[config.mk]
export PLATFORM = sky130hd
export DESIGN_NAME = psi_top
export DESIGN_NICKNAME = d
export VERILOG_FILES = /design/src/logic/psi_pkg_end_marker_unused.sv /design/src/logic/psi_pkg.sv /design/src/logic/psi_ifs.sv /design/src/logic/psi_stack.sv /design/src/logic/psi_dmem.sv /design/src/logic/psi_top.sv
export SDC_FILE = /design/constraint.sdc
export NUM_CORES = 1
export LEC_CHECK = 0
export CAP_MARGIN = 20
export CORE_MARGIN = 2
export CORE_UTILIZATION = 50
export DETAILED_ROUTE_END_ITERATION = 8
export DONT_BUFFER_PORTS = 1
export PLACE_DENSITY = 0.72
export SYNTH_ARGS = -nofsm -noshare
export SYNTH_HDL_FRONTEND = slang
export SYNTH_SLANG_ARGS = --single-unit
[constraint.sdc]
create_clock -name i_clk -period 5.1 [get_ports i_clk]
set_input_delay 0.255 -clock i_clk [delete_from_list [all_inputs] [get_ports i_clk]]
set_output_delay 0.255 -clock i_clk [all_outputs]
set_load 0.03 [all_outputs]
[src/logic/psi_pkg_end_marker_unused.sv]
`timescale 1ns/1ps

[src/logic/psi_pkg.sv]
package psi_pkg;

	// ----------------------------------------------------------------
	// widths and sizes
	// ----------------------------------------------------------------
	localparam int PC_W        = 9;
	localparam int STACK_W     = 12;
	localparam int STACK_DEPTH = 4;
	localparam int DMEM_DEPTH  = 32;

	// ----------------------------------------------------------------
	// reset values
	// ----------------------------------------------------------------
	localparam logic [8:0] PC_RESET    = 9'h1FF;
	localparam logic [1:0] PAGE_RESET  = 2'h0;
	localparam logic [7:0] ACC_RESET   = 8'h00;
	localparam logic [4:0] PTR_RESET   = 5'h00;
	localparam logic [2:0] PTR_UNIMPL  = 3'h7;
	localparam logic [7:0] RES_RESET   = 8'h00;
	localparam logic [11:0] INSTR_RESET = 12'h000;

	// ----------------------------------------------------------------
	// register byte offsets
	// ----------------------------------------------------------------
	localparam logic [7:0] OFF_EXEC    = 8'h00;
	localparam logic [7:0] OFF_PC      = 8'h04;
	localparam logic [7:0] OFF_ACC     = 8'h08;
	localparam logic [7:0] OFF_STATUS  = 8'h0C;
	localparam logic [7:0] OFF_CTRL    = 8'h10;
	localparam logic [7:0] OFF_POINTER = 8'h14;
	localparam logic [7:0] OFF_STACK   = 8'h18;
	localparam logic [7:0] OFF_WINDOW  = 8'h80;

	// ----------------------------------------------------------------
	// data file addresses, opcodes, responses
	// ----------------------------------------------------------------
	localparam logic [4:0] IND_PORT_ADDR = 5'h00;
	localparam logic [4:0] LOW_BYTE_ADDR = 5'h02;
	localparam logic [2:0] OPC_GOTO      = 3'h5;
	localparam logic [3:0] OPC_CALL      = 4'h9;
	localparam logic [3:0] OPC_RETURN    = 4'h8;
	localparam logic [2:0] OPC_BITOP     = 3'h2;
	localparam logic [1:0] OPC_FILE      = 2'h0;
	localparam logic [1:0] RESP_OKAY     = 2'h0;
	localparam logic [1:0] RESP_SLVERR   = 2'h2;

	typedef enum logic [2:0] {
		ST_IDLE  = 3'b001,
		ST_EXEC  = 3'b010,
		ST_FLUSH = 3'b100
	} psi_state_t;

	// ----------------------------------------------------------------
	// shared functions
	// ----------------------------------------------------------------
	function automatic logic [8:0] psi_pc_inc(input logic [8:0] pc);
		return pc + 9'h001;
	endfunction : psi_pc_inc

	function automatic logic psi_mapped(input logic [7:0] a);
		return (a[1:0] == 2'h0) && (a[7] || (a <= OFF_STACK));
	endfunction : psi_mapped

	function automatic logic [4:0] psi_eff(input logic [7:0] a,
		input logic [4:0] ptr);
		return (a[6:2] == IND_PORT_ADDR) ? ptr : a[6:2];
	endfunction : psi_eff

endpackage : psi_pkg

[src/logic/psi_ifs.sv]
`timescale 1ns/1ps
interface psi_stack_if;
	logic        push;
	logic        pop;
	logic [11:0] push_data;
	logic [11:0] top;
	modport ctrl  (output push, output pop, output push_data, input top);
	modport store (input push, input pop, input push_data, output top);
endinterface : psi_stack_if

interface psi_mem_if;
	logic       we;
	logic [4:0] waddr;
	logic [7:0] wdata;
	logic [4:0] raddr;
	logic [7:0] rdata;
	modport ctrl (output we, output waddr, output wdata, output raddr,
		input rdata);
	modport mem  (input we, input waddr, input wdata, input raddr,
		output rdata);
endinterface : psi_mem_if

[src/logic/psi_stack.sv]
`timescale 1ns/1ps
module psi_stack import psi_pkg::*; (
	// clock
	input wire logic   i_clk,
	// stack port
	psi_stack_if.store stk
);

	logic [STACK_DEPTH-1:0][STACK_W-1:0] lvl_reg;
	logic [STACK_DEPTH-1:0][STACK_W-1:0] lvl_next;

	always_comb begin
		lvl_next = lvl_reg;
		if (stk.push) begin
			// oldest level falls off the bottom, silently
			for (int i = STACK_DEPTH - 1; i > 0; i--) begin
				lvl_next[i] = lvl_reg[i-1];
			end
			lvl_next[0] = stk.push_data;
		end else if (stk.pop) begin
			// deepest level keeps its value on underflow
			for (int i = 0; i < STACK_DEPTH - 1; i++) begin
				lvl_next[i] = lvl_reg[i+1];
			end
		end
	end

	// no reset on purpose: return addresses survive every reset
	always_ff @(posedge i_clk) begin
		lvl_reg <= lvl_next;
	end

	assign stk.top = lvl_reg[0];

endmodule : psi_stack

[src/logic/psi_dmem.sv]
`timescale 1ns/1ps
module psi_dmem import psi_pkg::*; (
	// clock and reset
	input wire logic i_clk,
	input wire logic i_rst_b,
	// memory port
	psi_mem_if.mem   m
);

	logic [7:0] mem_reg [DMEM_DEPTH];
	logic [7:0] rdata_reg;

	always_ff @(posedge i_clk) begin
		if (m.we) begin
			mem_reg[m.waddr] <= m.wdata;
		end
	end

	always_ff @(posedge i_clk or negedge i_rst_b) begin
		if (!i_rst_b) begin
			rdata_reg <= 8'h00;
		end else begin
			rdata_reg <= mem_reg[m.raddr];
		end
	end

	assign m.rdata = rdata_reg;

endmodule : psi_dmem

[src/logic/psi_top.sv]
`timescale 1ns/1ps
// Functional notes
// - counter advances by one per instruction unless it is loaded
// - absolute jump loads all nine counter bits from the instruction
// - call or low-byte write loads bits 7..0, bit 8 forced to zero
// - writes to the low counter byte act as computed jumps
// - reset sets the counter to the reset vector
// - reset clears the page select bits
// - four-level last-in-first-out return stack, twelve bits per level
// - over four nested calls keeps only the newest four addresses
// - underflow leaves level four unchanged so it fills upward
// - return also writes its literal into the accumulator
// - reset never alters the stack levels
// - no overflow or underflow indication exists
// - indirect port redirects to the data register the pointer names
// - pointer at the indirect port itself reads zero
// - pointer at the indirect port itself makes a write store nothing
// - pointer holds five bits selecting data addresses 00h to 1Fh
// - pointer bits 7 to 5 are unimplemented and read as ones
// - nine-bit counter, 512 words, wraps above the range
// - reset vector 1FFh, next sequential address is 000h
// - branches take two cycles, other instructions one
module psi_top import psi_pkg::*; (
	// clock and reset
	input  wire logic        i_clk,
	input  wire logic        i_rst_b,
	// write address channel
	input  wire logic        i_awvalid,
	output      logic        o_awready,
	input  wire logic [7:0]  i_awaddr,
	// write data channel
	input  wire logic        i_wvalid,
	output      logic        o_wready,
	input  wire logic [31:0] i_wdata,
	input  wire logic [3:0]  i_wstrb,
	// write response channel
	output      logic        o_bvalid,
	input  wire logic        i_bready,
	output      logic [1:0]  o_bresp,
	// read address channel
	input  wire logic        i_arvalid,
	output      logic        o_arready,
	input  wire logic [7:0]  i_araddr,
	// read data channel
	output      logic        o_rvalid,
	input  wire logic        i_rready,
	output      logic [31:0] o_rdata,
	output      logic [1:0]  o_rresp
);

	// ----------------------------------------------------------------
	// sub-blocks
	// ----------------------------------------------------------------
	psi_stack_if stk_if ();
	psi_mem_if   mem_if ();

	psi_stack u_stack (
		.i_clk (i_clk),
		.stk   (stk_if.store)
	);

	psi_dmem u_dmem (
		.i_clk   (i_clk),
		.i_rst_b (i_rst_b),
		.m       (mem_if.mem)
	);

	// ----------------------------------------------------------------
	// declarations
	// ----------------------------------------------------------------
	logic        awready_reg;
	logic        awready_next;
	logic        wready_reg;
	logic        wready_next;
	logic        aw_have_reg;
	logic        aw_have_next;
	logic        w_have_reg;
	logic        w_have_next;
	logic [7:0]  awaddr_reg;
	logic [7:0]  awaddr_next;
	logic [31:0] wdata_reg;
	logic [31:0] wdata_next;
	logic [3:0]  wstrb_reg;
	logic [3:0]  wstrb_next;
	logic        bvalid_reg;
	logic        bvalid_next;
	logic [1:0]  bresp_reg;
	logic [1:0]  bresp_next;

	logic        arready_reg;
	logic        arready_next;
	logic        rpend_reg;
	logic        rpend_next;
	logic [7:0]  raddr_reg;
	logic [7:0]  raddr_next;
	logic        rzero_reg;
	logic        rzero_next;
	logic        rvalid_reg;
	logic        rvalid_next;
	logic [31:0] rdata_reg;
	logic [31:0] rdata_next;
	logic [1:0]  rresp_reg;
	logic [1:0]  rresp_next;
	logic [31:0] rd_word;

	psi_state_t  state_reg;
	psi_state_t  state_next;
	logic [8:0]  pc_reg;
	logic [8:0]  pc_next;
	logic [7:0]  acc_reg;
	logic [7:0]  acc_next;
	logic [1:0]  page_reg;
	logic [1:0]  page_next;
	logic [4:0]  ptr_reg;
	logic [4:0]  ptr_next;
	logic [11:0] instr_reg;
	logic [11:0] instr_next;
	logic [7:0]  result_reg;
	logic [7:0]  result_next;

	logic        busy;
	logic        do_write;
	logic        wr_err;
	logic        ar_fire;
	logic [4:0]  w_eff;
	logic        is_goto;
	logic        is_call;
	logic        is_ret;
	logic        is_low;

	// ----------------------------------------------------------------
	// write channels
	// ----------------------------------------------------------------
	assign busy     = (state_reg != ST_IDLE);
	assign do_write = aw_have_reg && w_have_reg && !bvalid_reg;
	// an instruction issued while one is in flight is refused
	assign wr_err   = !psi_mapped(awaddr_reg) ||
		((awaddr_reg == OFF_EXEC) && busy);

	always_comb begin
		aw_have_next = aw_have_reg;
		w_have_next  = w_have_reg;
		awaddr_next  = awaddr_reg;
		wdata_next   = wdata_reg;
		wstrb_next   = wstrb_reg;
		bvalid_next  = bvalid_reg;
		bresp_next   = bresp_reg;
		if (i_awvalid && awready_reg) begin
			aw_have_next = 1'b1;
			awaddr_next  = i_awaddr;
		end
		if (i_wvalid && wready_reg) begin
			w_have_next = 1'b1;
			wdata_next  = i_wdata;
			wstrb_next  = i_wstrb;
		end
		if (do_write) begin
			aw_have_next = 1'b0;
			w_have_next  = 1'b0;
			bvalid_next  = 1'b1;
			bresp_next   = wr_err ? RESP_SLVERR : RESP_OKAY;
		end
		if (bvalid_reg && i_bready) begin
			bvalid_next = 1'b0;
		end
		// one write at a time: hold both channels until the response
		awready_next = !aw_have_next && !bvalid_next;
		wready_next  = !w_have_next && !bvalid_next;
	end

	always_ff @(posedge i_clk or negedge i_rst_b) begin
		if (!i_rst_b) begin
			awready_reg <= 1'b0;
			wready_reg  <= 1'b0;
			aw_have_reg <= 1'b0;
			w_have_reg  <= 1'b0;
			awaddr_reg  <= 8'h00;
			wdata_reg   <= 32'h0000_0000;
			wstrb_reg   <= 4'h0;
			bvalid_reg  <= 1'b0;
			bresp_reg   <= RESP_OKAY;
		end else begin
			awready_reg <= awready_next;
			wready_reg  <= wready_next;
			aw_have_reg <= aw_have_next;
			w_have_reg  <= w_have_next;
			awaddr_reg  <= awaddr_next;
			wdata_reg   <= wdata_next;
			wstrb_reg   <= wstrb_next;
			bvalid_reg  <= bvalid_next;
			bresp_reg   <= bresp_next;
		end
	end

	// ----------------------------------------------------------------
	// data file port
	// ----------------------------------------------------------------
	assign w_eff = psi_eff(awaddr_reg, ptr_reg);
	// the indirect port is no storage: a write aimed at it is dropped
	assign mem_if.we    = do_write && !wr_err && awaddr_reg[7] &&
		wstrb_reg[0] && (w_eff != IND_PORT_ADDR);
	assign mem_if.waddr = w_eff;
	assign mem_if.wdata = wdata_reg[7:0];
	assign mem_if.raddr = psi_eff(i_araddr, ptr_reg);

	// ----------------------------------------------------------------
	// read channels
	// ----------------------------------------------------------------
	assign ar_fire = i_arvalid && arready_reg;

	always_comb begin
		rd_word = 32'h0000_0000;
		// misaligned window addresses answer an error with zero data
		if (raddr_reg[7] && psi_mapped(raddr_reg)) begin
			rd_word = rzero_reg ? 32'h0000_0000 :
				{24'h00_0000, mem_if.rdata};
		end else begin
			case (raddr_reg)
				OFF_EXEC: begin
					rd_word = {8'h00, result_reg, 4'h0, instr_reg};
				end
				OFF_PC: begin
					rd_word = {busy, 22'h00_0000, pc_reg};
				end
				OFF_ACC: begin
					rd_word = {24'h00_0000, acc_reg};
				end
				OFF_STATUS: begin
					rd_word = {25'h000_0000, page_reg, 5'h00};
				end
				OFF_POINTER: begin
					rd_word = {24'h00_0000, PTR_UNIMPL, ptr_reg};
				end
				OFF_STACK: begin
					rd_word = {20'h0_0000, stk_if.top};
				end
				default: begin
					rd_word = 32'h0000_0000;
				end
			endcase
		end
	end

	always_comb begin
		rpend_next  = rpend_reg;
		raddr_next  = raddr_reg;
		rzero_next  = rzero_reg;
		rvalid_next = rvalid_reg;
		rdata_next  = rdata_reg;
		rresp_next  = rresp_reg;
		if (ar_fire) begin
			rpend_next = 1'b1;
			raddr_next = i_araddr;
			rzero_next = (psi_eff(i_araddr, ptr_reg) == IND_PORT_ADDR);
		end
		// file data arrive one cycle after the address is taken
		if (rpend_reg) begin
			rpend_next  = 1'b0;
			rvalid_next = 1'b1;
			rdata_next  = rd_word;
			rresp_next  = psi_mapped(raddr_reg) ? RESP_OKAY : RESP_SLVERR;
		end
		if (rvalid_reg && i_rready) begin
			rvalid_next = 1'b0;
		end
		arready_next = !rpend_next && !rvalid_next;
	end

	always_ff @(posedge i_clk or negedge i_rst_b) begin
		if (!i_rst_b) begin
			arready_reg <= 1'b0;
			rpend_reg   <= 1'b0;
			raddr_reg   <= 8'h00;
			rzero_reg   <= 1'b0;
			rvalid_reg  <= 1'b0;
			rdata_reg   <= 32'h0000_0000;
			rresp_reg   <= RESP_OKAY;
		end else begin
			arready_reg <= arready_next;
			rpend_reg   <= rpend_next;
			raddr_reg   <= raddr_next;
			rzero_reg   <= rzero_next;
			rvalid_reg  <= rvalid_next;
			rdata_reg   <= rdata_next;
			rresp_reg   <= rresp_next;
		end
	end

	// ----------------------------------------------------------------
	// sequencer
	// ----------------------------------------------------------------
	assign is_goto  = (instr_reg[11:9] == OPC_GOTO);
	assign is_call  = (instr_reg[11:8] == OPC_CALL);
	assign is_ret   = (instr_reg[11:8] == OPC_RETURN);
	// file-destination forms that land on the low counter byte
	assign is_low   = (instr_reg[4:0] == LOW_BYTE_ADDR) &&
		(((instr_reg[11:10] == OPC_FILE) && instr_reg[5]) ||
		(instr_reg[11:9] == OPC_BITOP));

	always_comb begin
		state_next       = state_reg;
		pc_next          = pc_reg;
		acc_next         = acc_reg;
		page_next        = page_reg;
		ptr_next         = ptr_reg;
		instr_next       = instr_reg;
		result_next      = result_reg;
		stk_if.push      = 1'b0;
		stk_if.pop       = 1'b0;
		stk_if.push_data = {3'h0, psi_pc_inc(pc_reg)};
		if (do_write && wstrb_reg[0]) begin
			if (awaddr_reg == OFF_ACC) begin
				acc_next = wdata_reg[7:0];
			end
			if (awaddr_reg == OFF_STATUS) begin
				page_next = wdata_reg[6:5];
			end
			if (awaddr_reg == OFF_POINTER) begin
				ptr_next = wdata_reg[4:0];
			end
		end
		case (state_reg)
			ST_IDLE: begin
				if (do_write && (awaddr_reg == OFF_EXEC)) begin
					if (wstrb_reg[0]) begin
						instr_next[7:0] = wdata_reg[7:0];
					end
					if (wstrb_reg[1]) begin
						instr_next[11:8] = wdata_reg[11:8];
					end
					if (wstrb_reg[2]) begin
						result_next = wdata_reg[23:16];
					end
					state_next = ST_EXEC;
				end
			end
			ST_EXEC: begin
				state_next = ST_IDLE;
				// 9-bit sum wraps 1FFh to 000h
				pc_next = psi_pc_inc(pc_reg);
				if (is_goto) begin
					pc_next    = instr_reg[8:0];
					state_next = ST_FLUSH;
				end else if (is_call) begin
					stk_if.push = 1'b1;
					pc_next     = {1'b0, instr_reg[7:0]};
					state_next  = ST_FLUSH;
				end else if (is_ret) begin
					stk_if.pop = 1'b1;
					pc_next    = stk_if.top[8:0];
					acc_next   = instr_reg[7:0];
					state_next = ST_FLUSH;
				end else if (is_low) begin
					pc_next    = {1'b0, result_reg};
					state_next = ST_FLUSH;
				end
			end
			ST_FLUSH: begin
				// prefetched word discarded, costs the extra cycle
				state_next = ST_IDLE;
			end
			default: begin
				state_next = ST_IDLE;
			end
		endcase
		// soft reset wins, and never touches the stack
		if (do_write && wstrb_reg[0] && (awaddr_reg == OFF_CTRL) &&
			wdata_reg[0]) begin
			pc_next     = PC_RESET;
			page_next   = PAGE_RESET;
			state_next  = ST_IDLE;
			stk_if.push = 1'b0;
			stk_if.pop  = 1'b0;
		end
	end

	always_ff @(posedge i_clk or negedge i_rst_b) begin
		if (!i_rst_b) begin
			state_reg  <= ST_IDLE;
			pc_reg     <= PC_RESET;
			acc_reg    <= ACC_RESET;
			page_reg   <= PAGE_RESET;
			ptr_reg    <= PTR_RESET;
			instr_reg  <= INSTR_RESET;
			result_reg <= RES_RESET;
		end else begin
			state_reg  <= state_next;
			pc_reg     <= pc_next;
			acc_reg    <= acc_next;
			page_reg   <= page_next;
			ptr_reg    <= ptr_next;
			instr_reg  <= instr_next;
			result_reg <= result_next;
		end
	end

	// ----------------------------------------------------------------
	// outputs
	// ----------------------------------------------------------------
	assign o_awready = awready_reg;
	assign o_wready  = wready_reg;
	assign o_bvalid  = bvalid_reg;
	assign o_bresp   = bresp_reg;
	assign o_arready = arready_reg;
	assign o_rvalid  = rvalid_reg;
	assign o_rdata   = rdata_reg;
	assign o_rresp   = rresp_reg;

endmodule : psi_top

# --- Word level (Yosys, flattened, before mapping) ---
# Memory sizes are Yosys's and may differ from the RTL's. A register that Yosys moved wholly into a read port is not among the register bits.
# Index checks and enable logic that the tools add are counted.
classes:
  n_addsub: 1
  mul: 0
  n_div: 0
  n_lt_le_gt_ge: 2
  eq_ne: 18
  shift: 0
  n_mux: 52
  n_bitwise: 0
  n_reduce_logical: 55
op_table:
  columns: ["cell", "count"]
  rows:
  - ["one-hot mux 32 bit (6 select lines)", 1]
  - ["2-to-1 mux 36 bit", 2]
  - ["2-to-1 mux 8 bit", 7]
  - ["2-to-1 mux 9 bit", 6]
  - ["== test 8 x 4 -> 1 bit, second input constant", 4]
  - ["== test 8 x 5 -> 1 bit, second input constant", 4]
  - ["2-to-1 mux 32 bit", 1]
  - ["logical AND 1 bit", 24]
  - ["2-to-1 mux 1 bit", 21]
  - ["2-to-1 mux 3 bit", 6]
  - ["less-or-equal comparator 8 x 5 -> 1 bit, second input constant", 2]
  - ["zero test 8 bit", 2]
  - ["zero test 5 bit", 3]
  - ["2-to-1 mux 2 bit", 5]
  - ["2-to-1 mux 5 bit", 2]
  - ["adder 9 x 1 -> 9 bit, second input constant", 1]
  - ["zero test 1 bit", 9]
  - ["AND reduction 3 bit", 3]
  - ["== test 4 bit, second input constant", 2]
  - ["== test 8 x 3 -> 1 bit, second input constant", 1]
  - ["nonzero test 2 bit", 4]
  - ["== test 3 x 2 -> 1 bit, second input constant", 2]
  - ["zero test 2 bit", 3]
  - ["one-hot mux 3 bit (2 select lines)", 1]
  - ["other kinds (8)", 12]
totals:
  register_bits: 183
  latchBits: 0
  ramBits: 256
  mem_bits_ro: 0
  input_bits: 59
  out_inout_bits: 41
  wordCells: 158
  memories: 1
memory_table:
  columns: ["name", "depth", "width", "read_ports", "rd_clocked_by_memory_dff", "write_ports", "line_no", "text"]
  rows:
  - ["u_dmem.mem_reg", 32, 8, 1, 1, 1, "psi_dmem.sv:10", "logic [7:0] mem_reg [DMEM_DEPTH];"]

# --- Depth between registers and ports, before layout ---
# Gate-level depths: netlist of run 1.
logic_depth:
  depth_word: 12
  depth_mapped: 10
  ltp_nobuf: 7

# --- Modules after synthesis ---
# Synthesis of run 1 repeated with hierarchy kept, for this count alone.
unflattened:
  hier_cells: 1038
  area_unflattened_um2: 18072.3
modules_own_cells:
  columns: ["module", "n_inst", "cells_per_inst", "area_per_inst_um2"]
  rows:
  - ["psi_dmem", 1, 417, 10093.4]
  - ["psi_top", 1, 520, 5855.6]
  - ["psi_stack", 1, 101, 2123.3]

# --- Least setup slack after synthesis of run 1 ---
# No wires, ideal clock.
synth_path:
  path_kind: "flip-flop to flip-flop"
  from: "register bvalid_reg, in the netlist o_bvalid"
  to: "register u_stack.lvl_reg[36] in the netlist's numbering, enable pin"
  setup_time_ps: 315
  arrival_ps: 3071
  required_time_ps: 4785
  setup_slack_ps: 1714
  path_stages_with_launch: 10
  n_path_buf: 3
  path_cell_list: "dfrtp_1 -> and3b_1 -> clkbuf_2 -> nand4_1 -> nor2b_1 -> buf_2 -> nor4_4 -> nand2_1 -> inv_2 -> buf_4"
synth_via:
  elab_chain_len: 6
synth_rtl:
  columns: ["element", "line_no", "text"]
  rows:
  - ["start, declared", "psi_top.sv:85", "logic bvalid_reg;"]
  - ["start signal, assigned", "psi_top.sv:190", "bvalid_reg <= bvalid_next;"]
  - ["zero test 1 bit", "psi_top.sv:135", "assign do_write = aw_have_reg && w_have_reg && !bvalid_reg;"]
  - ["logical AND 1 bit", "psi_top.sv:135", null]
  - ["logical AND 1 bit (3 in series)", "psi_top.sv:367", "if (do_write && wstrb_reg[0] && (awaddr_reg == OFF_CTRL) &&"]
  - ["2-to-1 mux 1 bit", "psi_top.sv:367", null]
  - ["via stk_if.push", "psi_ifs.sv:3", "logic push;"]
  - ["end signal, assigned", "psi_stack.sv:30", "lvl_reg <= lvl_next;"]
  - ["end, declared", "psi_stack.sv:9", "logic [STACK_DEPTH-1:0][STACK_W-1:0] lvl_reg;"]
# The timed path passes the listed nets, and every way through them passes these cells.
# A chain may end at the register's enable or synchronous reset.

==> results of run 1 <==
## kinds of logic (layout without fill, tap and decap cells)
group | after synthesis | in the layout | share of synthesized area [%]
compound gates | 218 | 218 | 8.73
other cells | 1 | 21 | 0.0211
mux | 121 | 121 | 10.2
simple gates | 344 | 344 | 8.75
flops | 430 | 430 | 69.0
buf+inv | 92 | 164 | 2.84
xor+xnor | 8 | 8 | 0.394
fa+ha+maj | 1 | 1 | 0.0704
## worst max-delay path by stage
stage                        from                            end  slack [ps]
6_report       o_bvalid$_DFF_PN0_  u_stack.lvl_reg[30]$_DFFE_PP_        1740
3_3_place_gp   o_bvalid$_DFF_PN0_  u_stack.lvl_reg[33]$_DFFE_PP_        1830
4_1_cts        o_bvalid$_DFF_PN0_  u_stack.lvl_reg[30]$_DFFE_PP_        1760
3_5_place_dp   o_bvalid$_DFF_PN0_  u_stack.lvl_reg[32]$_DFFE_PP_        1780
2_1_floorplan  o_bvalid$_DFF_PN0_  u_stack.lvl_reg[36]$_DFFE_PP_        1710
5_1_grt        o_bvalid$_DFF_PN0_  u_stack.lvl_reg[30]$_DFFE_PP_        1510
## stage by stage
step / cell area [um^2] / power [mW] / hold WS [ps] / setup WS (ps) / cells
4_1_cts: 19900 / 9.16 / 47.9 / 1760 / 1765
6_report: 20000 / 9.17 / 77.2 / 1740 / 1768
5_1_grt: 20000 / 9.51 / 64.8 / 1510 / 1768
2_1_floorplan: 17800 / 5.60 / -40.6 / 1710 / 1235
3_3_place_gp: 18100 / 6.07 / -36.6 / 1830 / 1642
3_5_place_dp: 18100 / 6.15 / -35.7 / 1780 / 1642
## cell type report
cell class	count	area, um^2	area share [%]
Inverter	23	86.3	0.432
Multi-Input combinational cell	713	5070	25.4
Sequential cell	430	12300	61.4
Timing Repair Buffer	63	656	3.28
Tap cell	461	577	2.89
Clock inverter	24	161	0.808
Clock buffer	54	1170	5.84
## layer usage
layer	share of wire [%]	global-route usage [%]	routed length, um
met2	48	34.8	19400
met5	0.032	0	13
met4	2.4	6.28	966
met1	43	31.4	17300
met3	7.5	4.09	3070
## where the power goes
group | internal [mW] | leakage, nW | switching (mW)
Clock | 1.68 | 0.664 | 1.30
Sequential | 4.35 | 4.44 | 0.557
Combinational | 0.469 | 2.08 | 0.815
## cell usage in the layout, fill, tap and decap left out, types with 6 or more instances in the layout
master and instances:
edfxtp_1 301, nand2_1 166, dfrtp_1 116, nor2_1 85, mux2_2 65, a22oi_1 44
dlygate4sd3_1 44, clkbuf_16 43, o21ai_0 36, a31oi_1 33, a22o_1 33, mux4_2 32
nand3_1 31, inv_1 22, a21oi_1 22, conb_1 21, mux2i_1 17, buf_4 15
clkinv_2 12, nand4_1 11, dfstp_2 10, a32oi_1 9, nor3_1 8, and2_1 8
o21ai_2 8, mux4_1 7, clkinv_1 7, a31o_2 6, nor2b_1 6, xnor2_1 6
clkbuf_1 6
## critical path, cell delays in order (launching register included)
cell and delay [ps]:
dfrtp_1 490, and3b_1 430, nand4_1 240, nor2b_1 700
nor4_4 90, buf_4 300, nand2_1 170, inv_2 320
a22o_1 360
==> flow_metrics.env, run 1 <==
export IMPL_final_hold_violation_count=0
export IMPL_core_mm2=0.0353
export IMPL_vias_per_cell=6.07
export IMPL_die_w_um=193
export IMPL_die_area_mm2=0.0371
export IMPL_max_clock_path_buffers=3
export IMPL_grt_pass1_vias=10300
export IMPL_crit_type="reg -> reg"
export IMPL_ios=100
export IMPL_synth_area_leader_cell="edfxtp_1"
export IMPL_synth_cell_types=66
export IMPL_grt_setup_unrepaired="false"
export IMPL_setup_viol=0
export IMPL_largest_reg_flops=256
export IMPL_min_period_over_period_pct=65.9
export IMPL_hp_class="in -> reg"
export IMPL_drc_errors=0
export IMPL_cp_start_kind="flip-flop"
export IMPL_power_density_mw_per_mm2=459
export IMPL_wl_per_cell_um=23.1
export IMPL_timing_rr_start="o_bvalid$_DFF_PN0_"
export IMPL_initialDrtViolationCount=1124
export IMPL_grt_pass1_wl_mm=61.3
export IMPL_synth_most_common_cell="edfxtp_1"
export IMPL_clk_latency_ps=550
export IMPL_ys_warn_count=0
export IMPL_tritoncts="done"
export IMPL_cts_made_buffers=42
export IMPL_holdPathEnd="rzero_reg$_DFFE_PN0P_"
export IMPL_htreeDepth=2
export IMPL_cp_data_required_time_ps=5400
export IMPL_postCtsSetupRepairBufs=0
export IMPL_min_period_ps=3360
export IMPL_maxSlewHeadroom_pct=29.0
export IMPL_first_pass_iters=6
export IMPL_start_util_pct=50.3
export IMPL_final_layout_size_suffix_gt1_share_pct=16.5
export IMPL_rr_endpoint="u_stack.lvl_reg[30]$_DFFE_PP_"
export IMPL_vdd_ir_drop_max_v=0.000385
export IMPL_setup_tns_ps=0
export IMPL_cts_clk_slew_worst_paths_ps=60
export IMPL_nNetsFinal=1333
export IMPL_syn_to_final_growth_pct=12.5
export IMPL_fin_skew_ps=8.25
export IMPL_rr_worst_depth=8
export IMPL_max_freq_mhz=298
export IMPL_cts_resized=0
export IMPL_worst_pin_slew_ps=1060
export IMPL_fill_cells=2691
export IMPL_vias=10700
export IMPL_ys_ff_latch=430
export IMPL_synth_top_cell_area_share_pct=50.9
export IMPL_ys_top_cells_by_area="edfxtp_1 (51%), dfrtp_1 (16%), mux2_2 (4.1%), mux4_2 (4.1%), nand2_1 (3.5%)"
export IMPL_grt_usage_pct=22.0
export IMPL_antenna_found_initial=1
export IMPL_grt_max_degree=127
export IMPL_postCtsHoldBufs=45
export IMPL_dp_hpwl_mm=25.9
export IMPL_async_flop_share_pct=29.3
export IMPL_yosys_top_cells_count="edfxtp_1 (301), nand2_1 (166), dfrtp_1 (116), nor2_1 (85), mux2_2 (65)"
export IMPL_cp_max_fo=46
export IMPL_maxCapViolations=0
export IMPL_status="completed"
export IMPL_drt_total_wl_mm=40.8
export IMPL_clock_sinks=430
export IMPL_min_path_cells=3
export IMPL_portBuffers=0
export IMPL_ys_seq_area_share_pct=69.0
export IMPL_synth_area_per_cell_um2=14.6
export IMPL_synth_cells=1215
export IMPL_final_max_slew_viol_count=0
export IMPL_ff2ff_setup_slack_ps=1740
export IMPL_gp_congestion=0.926
export IMPL_antenna_left=0
export IMPL_worstHoldStart="i_araddr[5]"
export IMPL_critical_path_endpoint_type="flip-flop"
export IMPL_diodes=0
export IMPL_cp_arrival_ps=3660
export IMPL_finalCoreUtilization_pct=56.6
export IMPL_grt_overflow_total=0
export IMPL_synth_ff_type="edfxtp_1"
export IMPL_synth_edf_count=301
export IMPL_leakage_nw=7.19
export IMPL_fp_dieH_um=193
export IMPL_synth_area_mm2=0.0178
export IMPL_row_count=69
export IMPL_clock_root_buffer="clkbuf_16"
Power figures use the tool's default switching activity.
==> run 2, diff against run 1 <==
==> constraint.sdc (replaced) <==
create_clock -name i_clk -period 3.4 [get_ports i_clk]
set_input_delay 0.17 -clock i_clk [delete_from_list [all_inputs] [get_ports i_clk]]
set_output_delay 0.17 -clock i_clk [all_outputs]
set_load 0.03 [all_outputs]
==> run 2 against run 1 <==
  * Combinational power rose by 48%
  * Clock-buffer cell count rose by 12
  * Flip-flop and latch count did not move
  * Via count rose by 3.5%
  * Non-clock buffer count rose by 46
  * First-iteration DRC count rose by 2.6%
==> flow_metrics.env, run 2 (synthesis gave the netlist of run 1 again) <==
export IMPL_status="completed"
export IMPL_cp_arrival_ps=3060
export IMPL_place_area_mm2=0.0185
export IMPL_grt_setup_unrepaired="false"
export IMPL_nNetsFinal=1380
export IMPL_dp_hpwl_mm=26.8
export IMPL_cp_max_fo=8
export IMPL_syn_to_final_growth_pct=15.9
export IMPL_first_pass_iters=5
export IMPL_crit_type="reg -> reg"
export IMPL_finalCoreUtilization_pct=58.3
export IMPL_critical_path_endpoint_type="flip-flop"
export IMPL_hp_class="in -> reg"
export IMPL_antenna_found_initial=0
export IMPL_layout_common_cells="edfxtp_1 (301), nand2_1 (166), dfrtp_1 (116)"
export IMPL_worstHoldStart="i_wvalid"
export IMPL_tritoncts="done"
export IMPL_rr_endpoint="u_dmem.mem_reg[18][3]$_DFFE_PP_"
export IMPL_max_freq_mhz=348
export IMPL_final_hold_violation_count=0
export IMPL_vias_per_cell=6.12
export IMPL_wl_per_cell_um=23.8
export IMPL_cts_resized=0
export IMPL_worst_pin_slew_ps=1190
export IMPL_fin_area_mm2=0.0206
export IMPL_fp_dieH_um=193
export IMPL_core_mm2=0.0353
export IMPL_maxCapViolations=0
export IMPL_largest_reg_flops=256
export IMPL_ios=100
export IMPL_holdPathEnd="wdata_reg[16]$_DFFE_PN0P_"
export IMPL_htreeDepth=2
export IMPL_drc_errors=0
export IMPL_gp_congestion=0.907
export IMPL_postCtsSetupRepairBufs=0
export IMPL_min_path_cells=2
export IMPL_clk_latency_ps=560
export IMPL_grt_max_degree=127
export IMPL_clock_root_buffer="clkbuf_16"
export IMPL_final_common_cell="edfxtp_1"
export IMPL_grt_pass1_vias=10800
export IMPL_rr_worst_depth=6
export IMPL_grt_overflow_total=0
export IMPL_final_max_slew_viol_count=0
export IMPL_fill_cells=2594
export IMPL_postCtsHoldBufs=45
export IMPL_start_util_pct=50.3
export IMPL_die_area_mm2=0.0371
export IMPL_timing_rr_start="o_bvalid$_DFF_PN0_"
export IMPL_maxSlewHeadroom_pct=20.8
export IMPL_setup_tns_ps=0
export IMPL_die_w_um=193
export IMPL_antenna_left=0
export IMPL_grt_usage_pct=23.5
export IMPL_final_layout_size_suffix_gt1_share_pct=19.6
export IMPL_cts_made_buffers=43
export IMPL_grt_pass1_wl_mm=64.7
export IMPL_max_clock_path_buffers=3
export IMPL_vdd_ir_drop_max_v=0.000802
export IMPL_fin_skew_ps=17.0
export IMPL_power_density_mw_per_mm2=701
export IMPL_total_power_mw=14.4
export IMPL_drt_total_wl_mm=43.2
export IMPL_cts_clk_slew_worst_paths_ps=60
export IMPL_row_count=69
export IMPL_portBuffers=0
export IMPL_cp_data_required_time_ps=3590
export IMPL_initialDrtViolationCount=1153
export IMPL_min_period_over_period_pct=84.4
export IMPL_vias=11100
export IMPL_setup_viol=0
export IMPL_cp_start_kind="flip-flop"
export IMPL_ff2ff_setup_slack_ps=530
export IMPL_clock_sinks=430
export IMPL_diodes=0
export IMPL_min_period_ps=2870
export IMPL_leakage_nw=7.52
run 2: worst max-delay path by stage:
stage,startpoint,end,depth (start not counted)
finish,o_bvalid$_DFF_PN0_,u_dmem.mem_reg[18][3]$_DFFE_PP_,6
detailed placement,o_bvalid$_DFF_PN0_,u_dmem.mem_reg[18][3]$_DFFE_PP_,6
global route,instr_reg[10]$_DFFE_PN0P_,u_stack.stk.top[10]$_SDFFE_PP0P_,8
global placement,o_bvalid$_DFF_PN0_,u_dmem.mem_reg[18][7]$_DFFE_PP_,6
floorplan,o_bvalid$_DFF_PN0_,u_stack.lvl_reg[36]$_DFFE_PP_,9
CTS,o_bvalid$_DFF_PN0_,u_dmem.mem_reg[18][3]$_DFFE_PP_,6
run 2: per-stage QoR:
| stage | hold WS [ps] | instances | setup WS, ps |
|---|---|---|---|
| final | 13.5 | 1816 | 531 |
| after global routing | 10.6 | 1816 | 320 |
| after CTS | 35.7 | 1814 | 632 |
| after detailed placement | -122 | 1689 | 658 |
| after global placement | -122 | 1689 | 712 |
| after floorplan | -126 | 1235 | 14.2 |
run 2: power breakdown:
| group | internal, mW | switching, mW | total [mW] |
|---|---|---|---|
| clock | 3.03 | 2.00 | 5.03 |
| sequential | 6.53 | 0.966 | 7.50 |
| combinational | 0.716 | 1.17 | 1.89 |
run 2: cell type report:
cell class	count	area, um^2	area share [%]
timing repair buffer	109	1050	5.10
tap	461	577	2.80
sequential	430	12300	59.6
clock inverter	14	243	1.18
clock buffer	66	1290	6.29
multi-input combinational	713	5070	24.6
inverter	23	86.3	0.419
run 2: critical path, cell delays in order (launching register included):
cell and delay, ps:
dfrtp_1 500, and3b_1 480, nand3_1 200, inv_1 80, and3_1 410, nand2_1 230, nor2_1 600
run 2: routing by layer:
metal	vias to the layer above	GRT usage [%]	routed length, um	share of wire (%)
met4	0	7.84	1310	3.0
li1	4822	-	-	-
met1	5623	32.2	17400	40
met5	-	0	0	0
met3	102	5.06	3750	8.7
met2	567	37.5	20700	48
